### config.mk
export PLATFORM = sky130hd
export DESIGN_NAME = sdpc_top
export DESIGN_NICKNAME = d
export VERILOG_FILES = /design/src/rtl/sdpc_pkg.sv /design/src/rtl/sdpc_fbdiv.sv /design/src/rtl/sdpc_sync.sv /design/src/rtl/sdpc_top.sv
export SDC_FILE = /design/constraint.sdc
export NUM_CORES = 1
export LEC_CHECK = 0
export ABC_AREA = 1
export BUFFER_PORTS_ARGS = -buffer_cell sky130_fd_sc_hd__buf_4
export CAP_MARGIN = 20
export CORE_MARGIN = 4
export CORE_UTILIZATION = 30
export DETAILED_ROUTE_END_ITERATION = 10
export GPL_TIMING_DRIVEN = 0
export PLACE_DENSITY = 0.48
export SLEW_MARGIN = 5
export SYNTH_ARGS = -nofsm -noshare
export SYNTH_HDL_FRONTEND = slang
export SYNTH_HIERARCHICAL = 1
export SYNTH_SLANG_ARGS = --single-unit
### constraint.sdc
create_clock -name ref_clk_i -period 3.8 [get_ports ref_clk_i]
set_input_delay 0.38 -clock ref_clk_i [delete_from_list [all_inputs] [get_ports ref_clk_i]]
set_output_delay 0.38 -clock ref_clk_i [all_outputs]
set_load 0.005 [all_outputs]
### src/rtl/sdpc_pkg.sv
// sdpc_pkg: constants and types of the servo discrete io and pulse block
// assumes one 100 MHz system clock; no bus, config arrives on plain ports
package sdpc_pkg;

  // system clock
  localparam int CLK_HZ = 100_000_000;

  // speed measuring window, time in microseconds and in cycles
  localparam int SPD_WIN_US = 1000;
  localparam int SPD_WIN_CYC = (CLK_HZ / 1_000_000) * SPD_WIN_US;

  // widths
  localparam int ERR_W = 24;
  localparam int SPD_W = 16;
  localparam int N_TERM = 6;
  localparam int MAP_SEL_W = 3;
  localparam int N_STAT = 4;
  localparam int OSEL_W = 2;

  // reset values of configuration registers
  localparam logic [15:0] BAND_RST = 16'h000a;
  // input functions 0..2: enable, multifunction, fwd limit on terms 0..2
  localparam logic [8:0] IN_MAP1_RST = {3'h2, 3'h1, 3'h0};
  // input functions 3..5: rev limit, fault clear, dev reset on terms 3..5
  localparam logic [8:0] IN_MAP2_RST = {3'h5, 3'h4, 3'h3};
  // output terms 0..3 carry status bits 0..3
  localparam logic [7:0] OUT_MAP_RST = {2'h3, 2'h2, 2'h1, 2'h0};

  // multifunction input choices
  typedef enum logic [4:0] {
    MF_PSW    = 5'h01,
    MF_DIR    = 5'h02,
    MF_MODE   = 5'h04,
    MF_ZCLAMP = 5'h08,
    MF_PINH   = 5'h10
  } sdpc_mf_t;

  // pulse reference formats
  typedef enum logic [2:0] {
    FMT_SIGN  = 3'h1,
    FMT_CCWCW = 3'h2,
    FMT_QUAD  = 3'h4
  } sdpc_fmt_t;

  // control methods
  typedef enum logic [1:0] {
    MODE_POS = 2'h1,
    MODE_SPD = 2'h2
  } sdpc_mode_t;

  // input functions after terminal mapping, index order 0..5 from lsb
  typedef struct packed {
    logic dclr;
    logic fclr;
    logic rev_ok;
    logic fwd_ok;
    logic mf;
    logic srv_en;
  } sdpc_cmd_t;

  // status outputs, index order 0..3 from lsb
  typedef struct packed {
    logic inpos;
    logic ready;
    logic fault_n;
    logic rot;
  } sdpc_stat_t;

endpackage

### src/rtl/sdpc_fbdiv.sv
// sdpc_fbdiv: divides encoder steps into a quadrature pair plus index
// assumes up and down steps are one-cycle pulses on the same clock
`timescale 1ns/1ps
`default_nettype none
module sdpc_fbdiv (
  // clock and reset
  input  wire logic        clk_i,
  input  wire logic        rst_n_i,
  // encoder steps and index
  input  wire logic        up_i,
  input  wire logic        dn_i,
  input  wire logic        idx_i,
  input  wire logic [15:0] ratio_i,
  // divided phases
  output logic             a_o,
  output logic             b_o,
  output logic             c_o
);

  logic [15:0] acc_r;
  logic [1:0]  ph_r;
  logic        step;
  logic        wrap;

  // ratio 0 behaves as 1; up and down together cancel
  assign step = up_i ^ dn_i;
  assign wrap = (acc_r + 16'h1) >= ratio_i;

  // step accumulator
  always_ff @(posedge clk_i) begin
    if (!rst_n_i) begin
      acc_r <= 16'h0;
    end else if (step) begin
      acc_r <= wrap ? 16'h0 : acc_r + 16'h1;
    end
  end

  // phase counter, up means phase a leads
  always_ff @(posedge clk_i) begin
    if (!rst_n_i) begin
      ph_r <= 2'h0;
    end else if (step && wrap) begin
      ph_r <= up_i ? ph_r + 2'h1 : ph_r - 2'h1;
    end
  end

  // registered phases; gray order 00,10,11,01 on {a,b}
  always_ff @(posedge clk_i) begin
    if (!rst_n_i) begin
      a_o <= 1'b0;
      b_o <= 1'b0;
      c_o <= 1'b0;
    end else begin
      a_o <= ph_r[1] ^ ph_r[0];
      b_o <= ph_r[1];
      c_o <= idx_i;
    end
  end

endmodule
`default_nettype wire

### src/rtl/sdpc_sync.sv
// sdpc_sync: three flip-flop synchroniser with agreement filter
// assumes asynchronous inputs; output moves once stages two and three agree
`timescale 1ns/1ps
`default_nettype none
module sdpc_sync #(
  parameter int W = 1
) (
  // clock and reset
  input  wire logic         clk_i,
  input  wire logic         rst_n_i,
  // asynchronous in, stable out
  input  wire logic [W-1:0] d_i,
  output logic      [W-1:0] q_o
);

  logic [W-1:0] s1_r;
  logic [W-1:0] s2_r;
  logic [W-1:0] s3_r;

  // s1 is only read by s2, never by logic
  always_ff @(posedge clk_i) begin
    if (!rst_n_i) begin
      s1_r <= '0;
      s2_r <= '0;
      s3_r <= '0;
    end else begin
      s1_r <= d_i;
      s2_r <= s1_r;
      s3_r <= s2_r;
    end
  end

  // per bit: take the level once two stages agree, rejects metastable blips
  always_ff @(posedge clk_i) begin
    if (!rst_n_i) begin
      q_o <= '0;
    end else begin
      for (int i = 0; i < W; i++) begin
        if (s2_r[i] == s3_r[i]) begin
          q_o[i] <= s3_r[i];
        end
      end
    end
  end

endmodule
`default_nettype wire

### src/rtl/sdpc_top.sv
// sdpc_top: discrete io and pulse reference logic of a servo drive
// assumes pins are asynchronous; power and fault conditions come on this clock
`timescale 1ns/1ps
`default_nettype none
// Functional notes
// rotation detect on when measured speed magnitude exceeds threshold
// fault output goes low on any abnormal condition, high when healthy
// ready only with both powers, no fault and no overtravel
// in-position on once deviation magnitude is within the band
// band defaults to ten pulses and is reloadable by configuration
// servo enable powers the motor; without it the motor is off
// multifunction input has one function picked by configuration
// proportional switch turns speed loop from PI to P only
// direction switch reverses rotation when internal speed selection used
// mode switch picks between the two configured control methods
// zero clamp forces commanded speed to zero in speed control
// pulse inhibit stops command pulse acceptance in position control
// a limit input going off blocks motion toward that direction
// host pulses come as sign+pulse, ccw/cw or quadrature; decode setting
// fault clear releases the latched fault state
// deviation reset zeroes the deviation counter in position control
// divided encoder feedback on phases a, b and index c
// three map parameters reassign terminals, factory defaults after reset
// all pins synchronised first; quadrature counts by leading phase
// deviation reset and inhibit win over pulse counting
module sdpc_top #(
  parameter int SPD_WIN = sdpc_pkg::SPD_WIN_CYC
) (
  // clock and reset
  input  wire logic                   ref_clk_i,
  input  wire logic                   rst_n_i,
  // discrete input terminals and pulse pins
  input  wire logic [5:0]             term_in_i,
  input  wire logic                   cmd_pulse_in_i,
  input  wire logic                   cmd_sign_in_i,
  input  wire logic                   enc_a_i,
  input  wire logic                   enc_b_i,
  input  wire logic                   enc_z_i,
  // drive state on this clock
  input  wire logic                   ctrl_pwr_ok_i,
  input  wire logic                   main_pwr_ok_i,
  input  wire logic [3:0]             fault_cond_i,
  input  wire logic signed [15:0]     speed_cmd_i,
  // configuration
  input  wire sdpc_pkg::sdpc_mf_t     mf_sel_i,
  input  wire sdpc_pkg::sdpc_fmt_t    fmt_sel_i,
  input  wire sdpc_pkg::sdpc_mode_t   mode_a_i,
  input  wire sdpc_pkg::sdpc_mode_t   mode_b_i,
  input  wire logic                   int_speed_sel_i,
  input  wire logic [15:0]            rotation_detect_out_level_i,
  input  wire logic [15:0]            fb_div_ratio_i,
  input  wire logic                   cfg_load_i,
  input  wire logic [15:0]            in_position_band_param_i,
  input  wire logic [8:0]             input_map_param_1_i,
  input  wire logic [8:0]             input_map_param_2_i,
  input  wire logic [7:0]             output_map_param_i,
  // status and drive commands
  output sdpc_pkg::sdpc_stat_t        stat_o,
  output logic [3:0]                  term_out_o,
  output logic                        motor_power_o,
  output logic                        p_only_o,
  output logic                        dir_rev_o,
  output sdpc_pkg::sdpc_mode_t        mode_o,
  output logic signed [15:0]          speed_cmd_o,
  output logic signed [23:0]          deviation_o,
  // divided feedback
  output logic                        feedback_phase_a_out_o,
  output logic                        feedback_phase_b_out_o,
  output logic                        feedback_index_out_o
);

  localparam int EW = sdpc_pkg::ERR_W;
  localparam int SW = sdpc_pkg::SPD_W;

  logic [5:0]           term_s;
  logic [4:0]           pin_s;
  logic [4:0]           pin_q_r;
  sdpc_pkg::sdpc_cmd_t  cmd;
  logic [8:0]           map1_r;
  logic [8:0]           map2_r;
  logic [7:0]           omap_r;
  logic [15:0]          band_r;
  logic                 fclr_q_r;
  logic                 fault_r;
  logic                 r_up;
  logic                 r_dn;
  logic                 fb_up;
  logic                 fb_dn;
  logic                 pos_mode;
  logic                 pinh;
  logic                 zclamp;
  logic                 dir_sw;
  logic                 clr_go;
  logic                 ready;
  logic                 pwr;
  logic [EW-1:0]        delta;
  logic signed [EW-1:0] err_r;
  logic [EW-1:0]        err_abs;
  logic [31:0]          win_r;
  logic signed [SW-1:0] spd_cnt_r;
  logic signed [SW-1:0] spd_r;
  logic [SW-1:0]        spd_abs;
  logic signed [15:0]   spd_nxt;
  sdpc_pkg::sdpc_mode_t mode_nxt;
  sdpc_pkg::sdpc_stat_t stat_nxt;

  // quadrature step: {up, dn}; up when a leads b
  function automatic logic [1:0] quad_step(input logic [1:0] p,
                                           input logic [1:0] c);
    logic mv;
    mv = (p[1] ^ c[1]) ^ (p[0] ^ c[0]);
    quad_step = {mv & (p[1] ^ c[0]), mv & ~(p[1] ^ c[0])};
  endfunction

  // every pin through three flops before any edge logic
  sdpc_sync #(.W(6)) u_term_sync (
    .clk_i   (ref_clk_i),
    .rst_n_i (rst_n_i),
    .d_i     (term_in_i),
    .q_o     (term_s)
  );

  sdpc_sync #(.W(5)) u_pin_sync (
    .clk_i   (ref_clk_i),
    .rst_n_i (rst_n_i),
    .d_i     ({enc_z_i, enc_b_i, enc_a_i, cmd_sign_in_i, cmd_pulse_in_i}),
    .q_o     (pin_s)
  );

  // map and band registers; defaults hold until software loads new ones
  always_ff @(posedge ref_clk_i) begin
    if (!rst_n_i) begin
      map1_r <= sdpc_pkg::IN_MAP1_RST;
      map2_r <= sdpc_pkg::IN_MAP2_RST;
      omap_r <= sdpc_pkg::OUT_MAP_RST;
      band_r <= sdpc_pkg::BAND_RST;
    end else if (cfg_load_i) begin
      map1_r <= input_map_param_1_i;
      map2_r <= input_map_param_2_i;
      omap_r <= output_map_param_i;
      band_r <= in_position_band_param_i;
    end
  end

  // terminal to function routing; an unused selector reads zero
  always_comb begin
    logic [17:0] m;
    logic [2:0]  s;
    s = 3'h0;
    m = {map2_r, map1_r};
    cmd = '0;
    for (int k = 0; k < sdpc_pkg::N_TERM; k++) begin
      s = m[k*sdpc_pkg::MAP_SEL_W +: sdpc_pkg::MAP_SEL_W];
      cmd[k] = (s < 3'h6) ? term_s[s] : 1'b0;
    end
  end

  // previous pin levels for edge detection
  always_ff @(posedge ref_clk_i) begin
    if (!rst_n_i) begin
      pin_q_r <= 5'h0;
      fclr_q_r <= 1'b0;
    end else begin
      pin_q_r <= pin_s;
      fclr_q_r <= cmd.fclr;
    end
  end

  // multifunction decode, only the configured function acts
  always_comb begin
    mode_nxt = (mf_sel_i == sdpc_pkg::MF_MODE && cmd.mf) ?
               mode_b_i : mode_a_i;
    pos_mode = mode_nxt == sdpc_pkg::MODE_POS;
    pinh   = mf_sel_i == sdpc_pkg::MF_PINH && cmd.mf && pos_mode;
    zclamp = mf_sel_i == sdpc_pkg::MF_ZCLAMP && cmd.mf && !pos_mode;
    dir_sw = mf_sel_i == sdpc_pkg::MF_DIR && cmd.mf && int_speed_sel_i;
    clr_go = cmd.dclr && pos_mode;
  end

  // reference pulse decode per format, then travel and inhibit gating
  always_comb begin
    logic [1:0] q;
    logic       pr;
    logic       sr;
    logic       u;
    logic       d;
    u  = 1'b0;
    d  = 1'b0;
    q  = quad_step(pin_q_r[1:0], pin_s[1:0]);
    pr = pin_s[0] & ~pin_q_r[0];
    sr = pin_s[1] & ~pin_q_r[1];
    case (fmt_sel_i)
      sdpc_pkg::FMT_SIGN: begin
        u = pr & ~pin_s[1];
        d = pr & pin_s[1];
      end
      sdpc_pkg::FMT_CCWCW: begin
        u = pr;
        d = sr;
      end
      sdpc_pkg::FMT_QUAD: begin
        u = q[1];
        d = q[0];
      end
      default: begin
        u = 1'b0;
        d = 1'b0;
      end
    endcase
    // inhibit drops pulses, limits block the prohibited direction
    r_up = u & ~pinh & cmd.fwd_ok;
    r_dn = d & ~pinh & cmd.rev_ok;
  end

  // encoder feedback steps
  assign {fb_up, fb_dn} = quad_step(pin_q_r[3:2], pin_s[3:2]);

  // deviation: reference minus feedback; clear beats counting
  assign delta = EW'(r_up) - EW'(r_dn) - EW'(fb_up) + EW'(fb_dn);

  always_ff @(posedge ref_clk_i) begin
    if (!rst_n_i) begin
      err_r <= '0;
    end else if (clr_go) begin
      err_r <= '0;
    end else begin
      err_r <= err_r + $signed(delta);
    end
  end

  assign err_abs = err_r[EW-1] ? EW'(-err_r) : EW'(err_r);

  // speed window: signed feedback steps per window
  always_ff @(posedge ref_clk_i) begin
    if (!rst_n_i) begin
      win_r <= 32'h0;
      spd_cnt_r <= '0;
      spd_r <= '0;
    end else if (win_r == 32'(SPD_WIN - 1)) begin
      win_r <= 32'h0;
      spd_r <= spd_cnt_r;
      spd_cnt_r <= '0;
    end else begin
      win_r <= win_r + 32'h1;
      spd_cnt_r <= spd_cnt_r + SW'(fb_up) - SW'(fb_dn);
    end
  end

  assign spd_abs = spd_r[SW-1] ? SW'(-spd_r) : SW'(spd_r);

  // fault latch: a new condition wins over a clear in the same cycle
  always_ff @(posedge ref_clk_i) begin
    if (!rst_n_i) begin
      fault_r <= 1'b0;
    end else if (|fault_cond_i) begin
      fault_r <= 1'b1;
    end else if (cmd.fclr && !fclr_q_r) begin
      fault_r <= 1'b0;
    end
  end

  assign ready = ctrl_pwr_ok_i && main_pwr_ok_i && !fault_r &&
                 cmd.fwd_ok && cmd.rev_ok;
  assign pwr = cmd.srv_en && ctrl_pwr_ok_i && main_pwr_ok_i &&
               !fault_r;

  // status vector
  always_comb begin
    stat_nxt.rot     = spd_abs > rotation_detect_out_level_i;
    stat_nxt.fault_n = !fault_r;
    stat_nxt.ready   = ready;
    stat_nxt.inpos   = err_abs <= EW'(band_r);
  end

  // speed command; zero when unpowered, clamped or toward a limit
  always_comb begin
    spd_nxt = dir_sw ? -speed_cmd_i : speed_cmd_i;
    if (!pwr || zclamp) begin
      spd_nxt = 16'sh0;
    end else if ((!cmd.fwd_ok && spd_nxt > 0) ||
                 (!cmd.rev_ok && spd_nxt < 0)) begin
      spd_nxt = 16'sh0;
    end
  end

  // registered outputs
  always_ff @(posedge ref_clk_i) begin
    if (!rst_n_i) begin
      stat_o <= '0;
      term_out_o <= 4'h0;
      motor_power_o <= 1'b0;
      p_only_o <= 1'b0;
      dir_rev_o <= 1'b0;
      mode_o <= sdpc_pkg::MODE_POS;
      speed_cmd_o <= 16'sh0;
      deviation_o <= '0;
    end else begin
      stat_o <= stat_nxt;
      for (int j = 0; j < sdpc_pkg::N_STAT; j++) begin
        term_out_o[j] <= stat_nxt[omap_r[j*2 +: 2]];
      end
      motor_power_o <= pwr;
      p_only_o <= mf_sel_i == sdpc_pkg::MF_PSW && cmd.mf;
      dir_rev_o <= dir_sw;
      mode_o <= mode_nxt;
      speed_cmd_o <= spd_nxt;
      deviation_o <= err_r;
    end
  end

  // divided encoder feedback
  sdpc_fbdiv u_fbdiv (
    .clk_i   (ref_clk_i),
    .rst_n_i (rst_n_i),
    .up_i    (fb_up),
    .dn_i    (fb_dn),
    .idx_i   (pin_s[4]),
    .ratio_i (fb_div_ratio_i),
    .a_o     (feedback_phase_a_out_o),
    .b_o     (feedback_phase_b_out_o),
    .c_o     (feedback_index_out_o)
  );
endmodule
`default_nettype wire

# Word-level counts from Yosys, hierarchy flattened

Cells that the tools add are included.

Input port bits: 123
Output and inout bits: 56
Flip-flop bits (word level): 254
Logic and storage cells: 197

$add $sub $neg: 13
Reduce and logical (&&, ||, !) cells: 33
Bitwise gates (word level): 29
$lt $le $gt $ge: 21
Muxes and demuxes: 36
Equal/unequal tests: 21

Operators with widths:

| operator              | number |
|---|---|
| $mux 16               | 3 |
| $add 32x1->32 const B | 1 |
| $eq 32x17->1 const B  | 1 |
| $neg 16->16           | 2 |
| $add 24x4->24         | 1 |
| $le 24x16->1          | 1 |
| $lt 3x4->1 const B    | 6 |
| $mux 24               | 1 |
| $neg 24->24           | 1 |
| $logic_and 1x1->1     | 20 |
| $bmux 1 s3            | 6 |
| $lt 3x3->1 const B    | 6 |
| $mux 1                | 18 |
| $add 16x1->16         | 1 |
| $add 16x1->16 const B | 1 |
| $ge 16x16->1          | 1 |
| $gt 16x1->1 const B   | 1 |
| $gt 16x16->1          | 1 |
| $lt 16x1->1 const B   | 1 |
| $sub 16x1->16         | 1 |
| $and 1x1->1           | 12 |
| $lt 2x3->1 const B    | 4 |
| $eq 1x1->1            | 11 |
| $xor 1x1->1           | 10 |
| other kinds (24)      | 42 |

# Longest topological paths before layout

Gate-level depths: netlist of the first run.

Word-level depth: 14
Depth in mapped cells: 30
Gate-level depth less buffers: 30

# By module

The synthesis of the first run kept the hierarchy.

By module, submodules not included:

| module                  | seq. area each (sq um) | area each (sq um) | cells an instance | instances |
|---|---|---|---|---|
| sdpc_top                | 3783.6                 | 12015.3           | 1782              | 1 |
| sdpc_fbdiv              | 420.4                  | 1569.0            | 239               | 1 |
| sdpc_sync (u_term_sync) | 480.5                  | 729.4             | 80                | 1 |
| sdpc_sync (u_pin_sync)  | 400.4                  | 631.9             | 67                | 1 |

# Least setup slack after synthesis of the first run

Ideal clock, no wire load.

Kind: reg-to-reg
Start: reg u_term_sync.q_o[2]
End: reg err_r[16]
Library setup time: 0.117 ns
Path buffers: 0
Period minus slack after synthesis: 3.711 ns
Arrival time: 3.594 ns
Path slack: 0.089 ns
Cell stages (with the launch flop): 26
Data required time: 3.683 ns
Cell sequence: dfxtp_1 -> inv_2 -> nand2_1 -> nand3_1 -> nand3_2 -> nand2_1 -> nor2_2 -> nand4_1 -> nand2_1 -> nand4_1 -> nand3_1 -> inv_1 -> ha_1 -> inv_1 -> ha_1 -> inv_1 -> ha_1 -> a21oi_1 -> nand2_1 -> a21oi_1 -> inv_1 -> a21oi_1 -> o21ai_0 -> xor2_1 -> inv_1 -> nor2_1

Word-level cells in the longest chain between the ends: 14
Elaborated cells between the ends (all ways): 28
Classes of those cells: add/sub: 4; eq/ne: 1; mux: 13; bitwise: 5; reduce/logical: 5

Ends and longest elaborated chain:

| item                                        | RTL line                         | source |
|---|---|---|
| start, declared                             | sdpc_sync.sv:13                  | `output logic [W-1:0] q_o` |
| start signal, assigned by index             | sdpc_sync.sv:40                  | `q_o[i] <= s3_r[i];` |
| $bmux 1 s3                                  | sdpc_top.sv:154                  | `cmd[k] = (s < 3'h6) ? term_s[s] : 1'b0;` |
| $mux 1 (not written as such)                | sdpc_top.sv:154                  |  |
| $mux 1                                      | sdpc_top.sv:154                  |  |
| $logic_and 1x1->1                           | sdpc_top.sv:171                  | `mode_nxt = (mf_sel_i == sdpc_pkg::MF_MODE && cmd.mf) ?` |
| $mux 2                                      | sdpc_top.sv:171                  |  |
| $eq 2x1->1                                  | sdpc_top.sv:173                  | `pos_mode = mode_nxt == sdpc_pkg::MODE_POS;` |
| $logic_and 1x1->1                           | sdpc_top.sv:174                  | `pinh = mf_sel_i == sdpc_pkg::MF_PINH && cmd.mf && pos_mode;` |
| $not 1->1                                   | sdpc_top.sv:211, sdpc_top.sv:212 |  |
| $and 1x1->1 (on tied branches) (2 in a row) | sdpc_top.sv:211, sdpc_top.sv:212 |  |
| $sub 1x1->2                                 | sdpc_top.sv:219                  | `assign delta = EW'(r_up) - EW'(r_dn) - EW'(fb_up) + EW'(fb_dn);` |
| $sub 2x2->3                                 | sdpc_top.sv:219                  |  |
| $add 3x2->4                                 | sdpc_top.sv:219                  |  |
| $add 24x4->24                               | sdpc_top.sv:227                  | `err_r <= err_r + $signed(delta);` |
| end signal, assigned                        | sdpc_top.sv:227                  |  |
| end, declared                               | sdpc_top.sv:97                   | `logic signed [EW-1:0] err_r;` |

Several ways; a longest one is shown, not always the timed one. The select of a mux whose other input is x is not followed.
A chain may end at the register's enable or synchronous reset.

# Final worst setup path of the first run

Start: reg map1_r[3]
End: reg err_r[18]

Word-level cells in the longest chain between the ends: 14
Elaborated cells between the ends (all ways): 20
Classes of those cells: add/sub: 4; order compare: 1; eq/ne: 1; mux: 4; bitwise: 5; reduce/logical: 5

Ends and longest elaborated chain:

| item                                        | RTL line                         | source |
|---|---|---|
| start, declared                             | sdpc_top.sv:79                   | `logic [8:0] map1_r;` |
| start signal, assigned                      | sdpc_top.sv:133                  | `map1_r <= sdpc_pkg::IN_MAP1_RST;` |
| start signal, assigned                      | sdpc_top.sv:138                  | `map1_r <= input_map_param_1_i;` |
| $bmux 1 s3                                  | sdpc_top.sv:154                  |  |
| $mux 1 (not written as such)                | sdpc_top.sv:154                  |  |
| $mux 1 *                                    | sdpc_top.sv:154                  |  |
| $logic_and 1x1->1                           | sdpc_top.sv:171                  |  |
| $mux 2                                      | sdpc_top.sv:171                  |  |
| $eq 2x1->1                                  | sdpc_top.sv:173                  |  |
| $logic_and 1x1->1                           | sdpc_top.sv:174                  |  |
| $not 1->1                                   | sdpc_top.sv:211, sdpc_top.sv:212 |  |
| $and 1x1->1 (on tied branches) (2 in a row) | sdpc_top.sv:211, sdpc_top.sv:212 |  |
| $sub 1x1->2                                 | sdpc_top.sv:219                  |  |
| $sub 2x2->3                                 | sdpc_top.sv:219                  |  |
| $add 3x2->4                                 | sdpc_top.sv:219                  |  |
| $add 24x4->24                               | sdpc_top.sv:227                  |  |

Mark *: on every way between the ends. The rest lies on a longest branch, timed or not. The select of a mux whose other input is x is not followed.

==> impl_metrics.env, run 1 <==
export IMPL_syn_nets=2409
export IMPL_drc=0
export IMPL_worstSetupStartpoint="map1_r[3]"
export IMPL_seq_area_um2=5110
export IMPL_cpLargestDelayFamily="simple AND/OR/NAND/NOR gates"
export IMPL_grt_pass1_vias=13700
export IMPL_cts_num_sinks=254
export IMPL_hold_viol=0
export IMPL_fin_ws_ns=-0.00103
export IMPL_worstSetupEndpointType="flip-flop"
export IMPL_grtUsageTotal=0.165
export IMPL_dr_max_layer_used="met4"
export IMPL_ys_warn_count=6
export IMPL_synth_cell_types=62
export IMPL_fmax_ghz=0.263
export IMPL_grt_overflow=0
export IMPL_max_slew_margin=0.515
export IMPL_clockRootBuffer="clkbuf_16"
export IMPL_fin_crit_ns=3.80
export IMPL_drive_gt1_frac=0.232
export IMPL_drv_cap=0
export IMPL_avgRoutedWirePerCell_um=14.7
export IMPL_placementRows=81
export IMPL_post_dp_cell_area_um2=17100
export IMPL_fin_skew_ns=0.0292
export IMPL_cp_max_fo=6
export IMPL_synth_top_area_cell="dfxtp_1"
export IMPL_p_per_area_nw_per_um2=597
export IMPL_dieArea_um2=53500
export IMPL_syn_instance_count=2168
export IMPL_crit_slowest_cell="dfxtp_4"
export IMPL_crit_path_start_kind="flip-flop"
export IMPL_vias_per_cell=4.56
export IMPL_violations="setup timing"
export IMPL_synth_main_ff_cell="dfxtp_1"
export IMPL_layout_cells_non_filler=3123
export IMPL_yosys_area_top_type_share=0.340
export IMPL_final_antenna_net_count=0
export IMPL_critPathBufInv=6
export IMPL_cts_max_path_buffers=3
export IMPL_ys_seq_area_frac=0.340
export IMPL_start_util=0.305
export IMPL_ios=179
export IMPL_place_inst=3010
export IMPL_synth_seq_cells=254
export IMPL_synth_common_cells="489 x nand2_1, 376 x inv_1, 254 x dfxtp_1"
export IMPL_final_nets=2675
export IMPL_antenna_found_initial=1
export IMPL_die_w_um=231
export IMPL_reg2reg_from="map1_r[3]"
export IMPL_cts_tree="built"
export IMPL_port_buffers=178
export IMPL_regToRegSetupSlack_ns=-0.001
export IMPL_path_clk_slew_ns=0.06
export IMPL_die_y_um=231
export IMPL_wl_met2_mm=21.3
export IMPL_fp_coreArea_um2=49100
export IMPL_area_growth_pct=33.8
export IMPL_arrival_ns=4.27
export IMPL_cts_buffers_inserted=34
export IMPL_async_flop_share=0
export IMPL_htree_num_levels=2
export IMPL_hold_class="in2reg"
export IMPL_synth_area_um2=14900
export IMPL_worstMarginPinSlew_ns=0.727
export IMPL_timing_final_crit_share=1.00
export IMPL_synth_area_leaders="dfxtp_1 34%, nand2_1 12%, ha_1 9.6%, inv_1 9.4%, a21oi_1 5.8%"
export IMPL_vias=14200
export IMPL_grt_max_degree=16
export IMPL_cellLeakagePower_uw=0.00954
export IMPL_slew_viol_final=0
export IMPL_cp_num_cells=27
export IMPL_path_common_cell="nand2_2"
export IMPL_rsz0062_at_grt="true"
export IMPL_clk_latency_ns=0.54
export IMPL_nFillCells=5105
export IMPL_r2r_cells=27
export IMPL_multi_input_area_um2=9410
export IMPL_dp_hpwl_mm=34.9
export IMPL_setup_violations=1
export IMPL_final_util=0.408
export IMPL_finish_instance_area_um2=20000
export IMPL_drt_wl_total_mm=46.1
export IMPL_grt_pass1_wl_mm=71.2
export IMPL_met3_length_mm=1.85
export IMPL_critPathMaxStageDelay_ns=0.36
export IMPL_met1_length_mm=21.8
export IMPL_peakVddDrop_mv=0.424
export IMPL_worstPathRequired_ns=4.27
export IMPL_avgSynthCellArea_um2=6.89
export IMPL_synth_edf_count=0
export IMPL_routabilityCongestion=0.882
export IMPL_first_pass_iters=5
export IMPL_path_class="reg2reg"
export IMPL_crit_path_end="err_r[18]"
export IMPL_synth_most_common_cell="nand2_1"
export IMPL_outcome="complete, but fails checks"
export IMPL_reg2reg_to="err_r[18]"
export IMPL_drtIter0Drc=715
[layout by cell type (no fill, tap or decap), types with 21 or more instances in the layout]
cell,n
a21oi_1,142
a21oi_2,23
buf_4,217
clkbuf_1,21
clkbuf_16,37
dfxtp_1,246
ha_1,78
ha_4,37
inv_1,353
inv_2,25
nand2_1,450
nand2_2,29
nand3_1,72
nand4_1,33
nor2_1,218
nor3_1,26
o21ai_0,104
xnor2_1,21
xor2_1,53
[cell families after synthesis]
kind of cell / share of synthesized area
xor+xnor: 0.0450
simple gates: 0.274
mux: 0.00268
buf+inv: 0.113
compound gates: 0.126
flops: 0.340
fa+ha+maj: 0.100
[layer usage]
metal  track usage  vias to the layer above
li1              -                     7419
met1         0.220                     6509
met2         0.275                      240
met3        0.0265                       58
met4        0.0507                        0
met5             0                        -
[tightest hold or removal path, stage by stage]
cell and delay (ns):
buf_4 0.08, nand2_1 0.04, inv_1 0.04
[metrics by stage]
stage	setup TNS (ns)	total power [µW]	worst slack, ns	hold WS, ns
after CTS	-0.179	11000	-0.0535	0.0124
after detailed placement	-18.47	6980	-1.23	0.393
final	-0.00103	11900	-0.00103	0.0460
after global placement	-17.04	6980	-1.17	0.396
after global routing	-2.01	12800	-0.213	0.0442
after floorplan	0	5920	0.0891	0.386
[registers in the layout, indices dropped and copies added (netlist names), 6 cells and up]
name,cells
win_r,32
deviation_o,24
err_r,24
band_r,16
spd_cnt_r,16
spd_r,16
speed_cmd_o,16
u_fbdiv/acc_r,16
map1_r,9
map2_r,9
omap_r,8
u_term_sync/q_o,6
u_term_sync/s1_r,6
u_term_sync/s2_r,6
u_term_sync/s3_r,6
[power breakdown]
group / internal, µW / leakage [µW] / switching [µW]
Clock: 1960 / 0.000558 / 1250
Combinational: 2370 / 0.00690 / 3250
Sequential: 2900 / 0.00208 / 204
[how the worst min path moves through the flow]
stage                     depth (start not counted)  slack [ns]                  to                from
after floorplan                                   2        0.39  u_pin_sync/s2_r[2]  u_pin_sync/s1_r[2]
after global placement                            2        0.40  u_pin_sync/s2_r[2]  u_pin_sync/s1_r[2]
after detailed placement                          2        0.39  u_pin_sync/s2_r[2]  u_pin_sync/s1_r[2]
after CTS                                         3        0.01  u_pin_sync/s1_r[4]             enc_z_i
after global routing                              3        0.04  u_pin_sync/s1_r[4]             enc_z_i
final                                             3        0.05  u_pin_sync/s1_r[4]             enc_z_i
[layout make-up]
class	instances	share of cell area
Tap cell	664	0.0415
Multi-Input combinational cell	1486	0.470
Antenna cell	1	0.000125
Inverter	388	0.0740
Clock inverter	16	0.00732
Timing Repair inverter	2	0.000751
Clock buffer	44	0.0491
Sequential cell	254	0.256
Timing Repair Buffer	229	0.0899
Buffer	39	0.0110
[what timing repair did]
action                                  4_1_cts  5_1_grt
endpoints found under the setup margin       27       26
hold endpoints to repair                      0        0
hold buffers                                  0        0
cloned                                        2        0
setup buffers                                30       21
gates resized for setup                     129      161
pin swaps                                    39       89
Note: power is estimated with default switching activity, not from simulation.
==> run 2, diff against run 1 <==
--- a/config.mk
+++ b/config.mk
@@ -10,6 +10,8 @@
 export CAP_MARGIN = 20
 export CORE_MARGIN = 4
 export CORE_UTILIZATION = 30
+export CTS_BUF_LIST = sky130_fd_sc_hd__clkbuf_8
+export CTS_CLUSTER_SIZE = 28
 export DETAILED_ROUTE_END_ITERATION = 10
 export GPL_TIMING_DRIVEN = 0
 export PLACE_DENSITY = 0.48
==> run 2 against run 1 <==
Net effect: the flow still finishes with violations (setup timing); global-route usage increased by 0.20 points; critical endpoint is now err_r[20]; hold slack gained 0.014 ns; maximum frequency shrank 2.1%.
==> impl_metrics.env, run 2 (same netlist as run 1, synthesis figures left out) <==
export IMPL_outcome="complete, but fails checks"
export IMPL_violations="setup timing"
export IMPL_max_slew_margin=0.528
export IMPL_reg_top3="win_r (32), deviation_o (24), err_r (24)"
export IMPL_worstMarginPinSlew_ns=0.707
export IMPL_die_w_um=231
export IMPL_port_buffers=178
export IMPL_path_clk_slew_ns=0.06
export IMPL_totalPowerFinal_uw=11200
export IMPL_reg2reg_to="err_r[20]"
export IMPL_dp_hpwl_mm=34.9
export IMPL_setup_violations=6
export IMPL_cp_max_fo=5
export IMPL_ios=179
export IMPL_vias_per_cell=4.51
export IMPL_hold_viol=0
export IMPL_grt_overflow=0
export IMPL_cts_max_path_buffers=3
export IMPL_grt_pass1_wl_mm=72.3
export IMPL_cts_buffers_inserted=49
export IMPL_r2r_cells=25
export IMPL_worstSetupStartpoint="map1_r[3]"
export IMPL_fin_crit_ns=3.88
export IMPL_cts_num_sinks=254
export IMPL_clockRootBuffer="clkbuf_8"
export IMPL_dieArea_um2=53500
export IMPL_grt_pass1_vias=14100
export IMPL_final_nets=2736
export IMPL_final_cell_mix="460 x nand2_1, 374 x inv_1, 246 x dfxtp_1"
export IMPL_fmax_ghz=0.258
export IMPL_pre_cts_ws_ns=-1.23
export IMPL_largest_reg_flops=32
export IMPL_hold_depth=3
export IMPL_start_util=0.305
export IMPL_fp_coreArea_um2=49100
export IMPL_drc=0
export IMPL_p_per_area_nw_per_um2=556
export IMPL_path_class="reg2reg"
export IMPL_vias=14400
export IMPL_cts_tree="built"
export IMPL_regToRegSetupSlack_ns=-0.08
export IMPL_internal_power_uw=6790
export IMPL_largest_register="win_r"
export IMPL_reg2reg_from="map1_r[3]"
export IMPL_cellLeakagePower_uw=0.00970
export IMPL_worstPathRequired_ns=4.36
export IMPL_drtIter0Drc=748
export IMPL_grtUsageTotal=0.167
export IMPL_drv_cap=0
export IMPL_area_growth_pct=34.3
export IMPL_routabilityCongestion=0.882
export IMPL_peakVddDrop_mv=0.300
export IMPL_final_util=0.409
export IMPL_fin_skew_ns=0.0440
export IMPL_final_antenna_net_count=0
export IMPL_hold_start="input_map_param_1_i[5]"
export IMPL_fin_ws_ns=-0.0811
export IMPL_first_pass_iters=5
export IMPL_worstSetupEndpointType="flip-flop"
export IMPL_htree_num_levels=2
export IMPL_mostFrequentLayoutCell="nand2_1"
export IMPL_avgRoutedWirePerCell_um=14.3
export IMPL_combPwrFrac=0.447
export IMPL_placementRows=81
export IMPL_rsz0062_at_grt="true"
export IMPL_antenna_found_initial=2
export IMPL_path_common_cell="nand2_2"
export IMPL_power_share_clock=0.275
export IMPL_slew_viol_final=0
export IMPL_seqPwrFrac=0.278
export IMPL_grt_max_degree=16
export IMPL_drt_wl_total_mm=45.8
export IMPL_die_y_um=231
export IMPL_arrival_ns=4.44
export IMPL_critPathMaxStageDelay_ns=0.42
export IMPL_drive_gt1_frac=0.217
export IMPL_p_switching_uw=4380
export IMPL_clk_latency_ns=0.63
export IMPL_timing_final_crit_share=1.02
export IMPL_crit_path_start_kind="flip-flop"
export IMPL_hold_end="map1_r[5]"
export IMPL_crit_slowest_cell="fa_2"
export IMPL_hold_class="in2reg"
export IMPL_tns_ns=-0.311
export IMPL_sw_frac_of_total=0.392
run 2: cell types whose count changed in the layout (fill, tap and decap cells not counted), moves of 8 or more:
cell | previous run | this run
nand2_4 | 14 | 6
nand2_1 | 450 | 460
dlygate4sd3_1 | 0 | 52
clkbuf_16 | 37 | 0
clkbuf_8 | 3 | 62
inv_1 | 353 | 374
run 2: per-layer routing:
layer	part of all wire	vias to the layer above	track usage
met2	0.46	277	0.279
met4	0.025	0	0.0556
met3	0.041	73	0.0279
li1	-	7552	-
met5	0	-	0
met1	0.47	6544	0.220
run 2: worst max-delay path, delay by kind of cell, from the launching register on:
kind / cells / cell delay, ns
AO/OA/AOI/OAI: 1 / 0.22
XOR/XNOR: 1 / 0.19
adder cells (fa/ha/maj): 3 / 0.88
buffers and inverters: 7 / 0.80
flip-flops: 1 / 0.37
AND/OR/NAND/NOR: 13 / 1.35
run 2: worst max path at each step:
stage | to | slack, ns
after floorplan | err_r[16] | 0.09
after global placement | err_r[15] | -1.17
after detailed placement | err_r[15] | -1.23
after CTS | err_r[12] | -0.07
after global routing | err_r[18] | -0.31
final | err_r[20] | -0.08
run 2: through the flow:
step	area [µm²]	cells	hold slack, ns
6_report	20100	3201	0.0604
5_1_grt	20100	3201	0.0307
4_1_cts	19700	3188	0.00219
3_5_place_dp	17100	3010	0.393
3_3_place_gp	17100	3010	0.396
2_1_floorplan	14900	2168	0.386
run 2: cell type report:
| type | instances | area, µm² |
|---|---|---|
| well taps | 664 | 831 |
| diodes | 2 | 5.00 |
| clock buffers | 62 | 853 |
| flip-flops and latches | 254 | 5110 |
| inverters | 388 | 1470 |
| repair inverters | 2 | 15.0 |
| clock inverters | 29 | 259 |
| fillers | 5150 | 29000 |
| repair buffers | 275 | 2210 |
| plain buffers | 39 | 220 |
| multi-input cells | 1486 | 9090 |
run 2: power groups by stage:
stage / clock network (µW) / logic [µW] / registers, µW
floorplan: 0 / 2830 / 3090
global placement: 0 / 3810 / 3170
detailed placement: 0 / 3820 / 3160
CTS: 3190 / 4660 / 3100
global route: 3300 / 5600 / 3130
finish: 3070 / 4990 / 3100
run 2: repair_timing:
item                                    CTS  global route
pin swaps                                43            51
setup buffers                            33            13
endpoints found under the hold margin    48             0
resized for setup                       141            69
cloned                                    2             0
hold buffers                             52             0
endpoints found under the setup margin   26            26
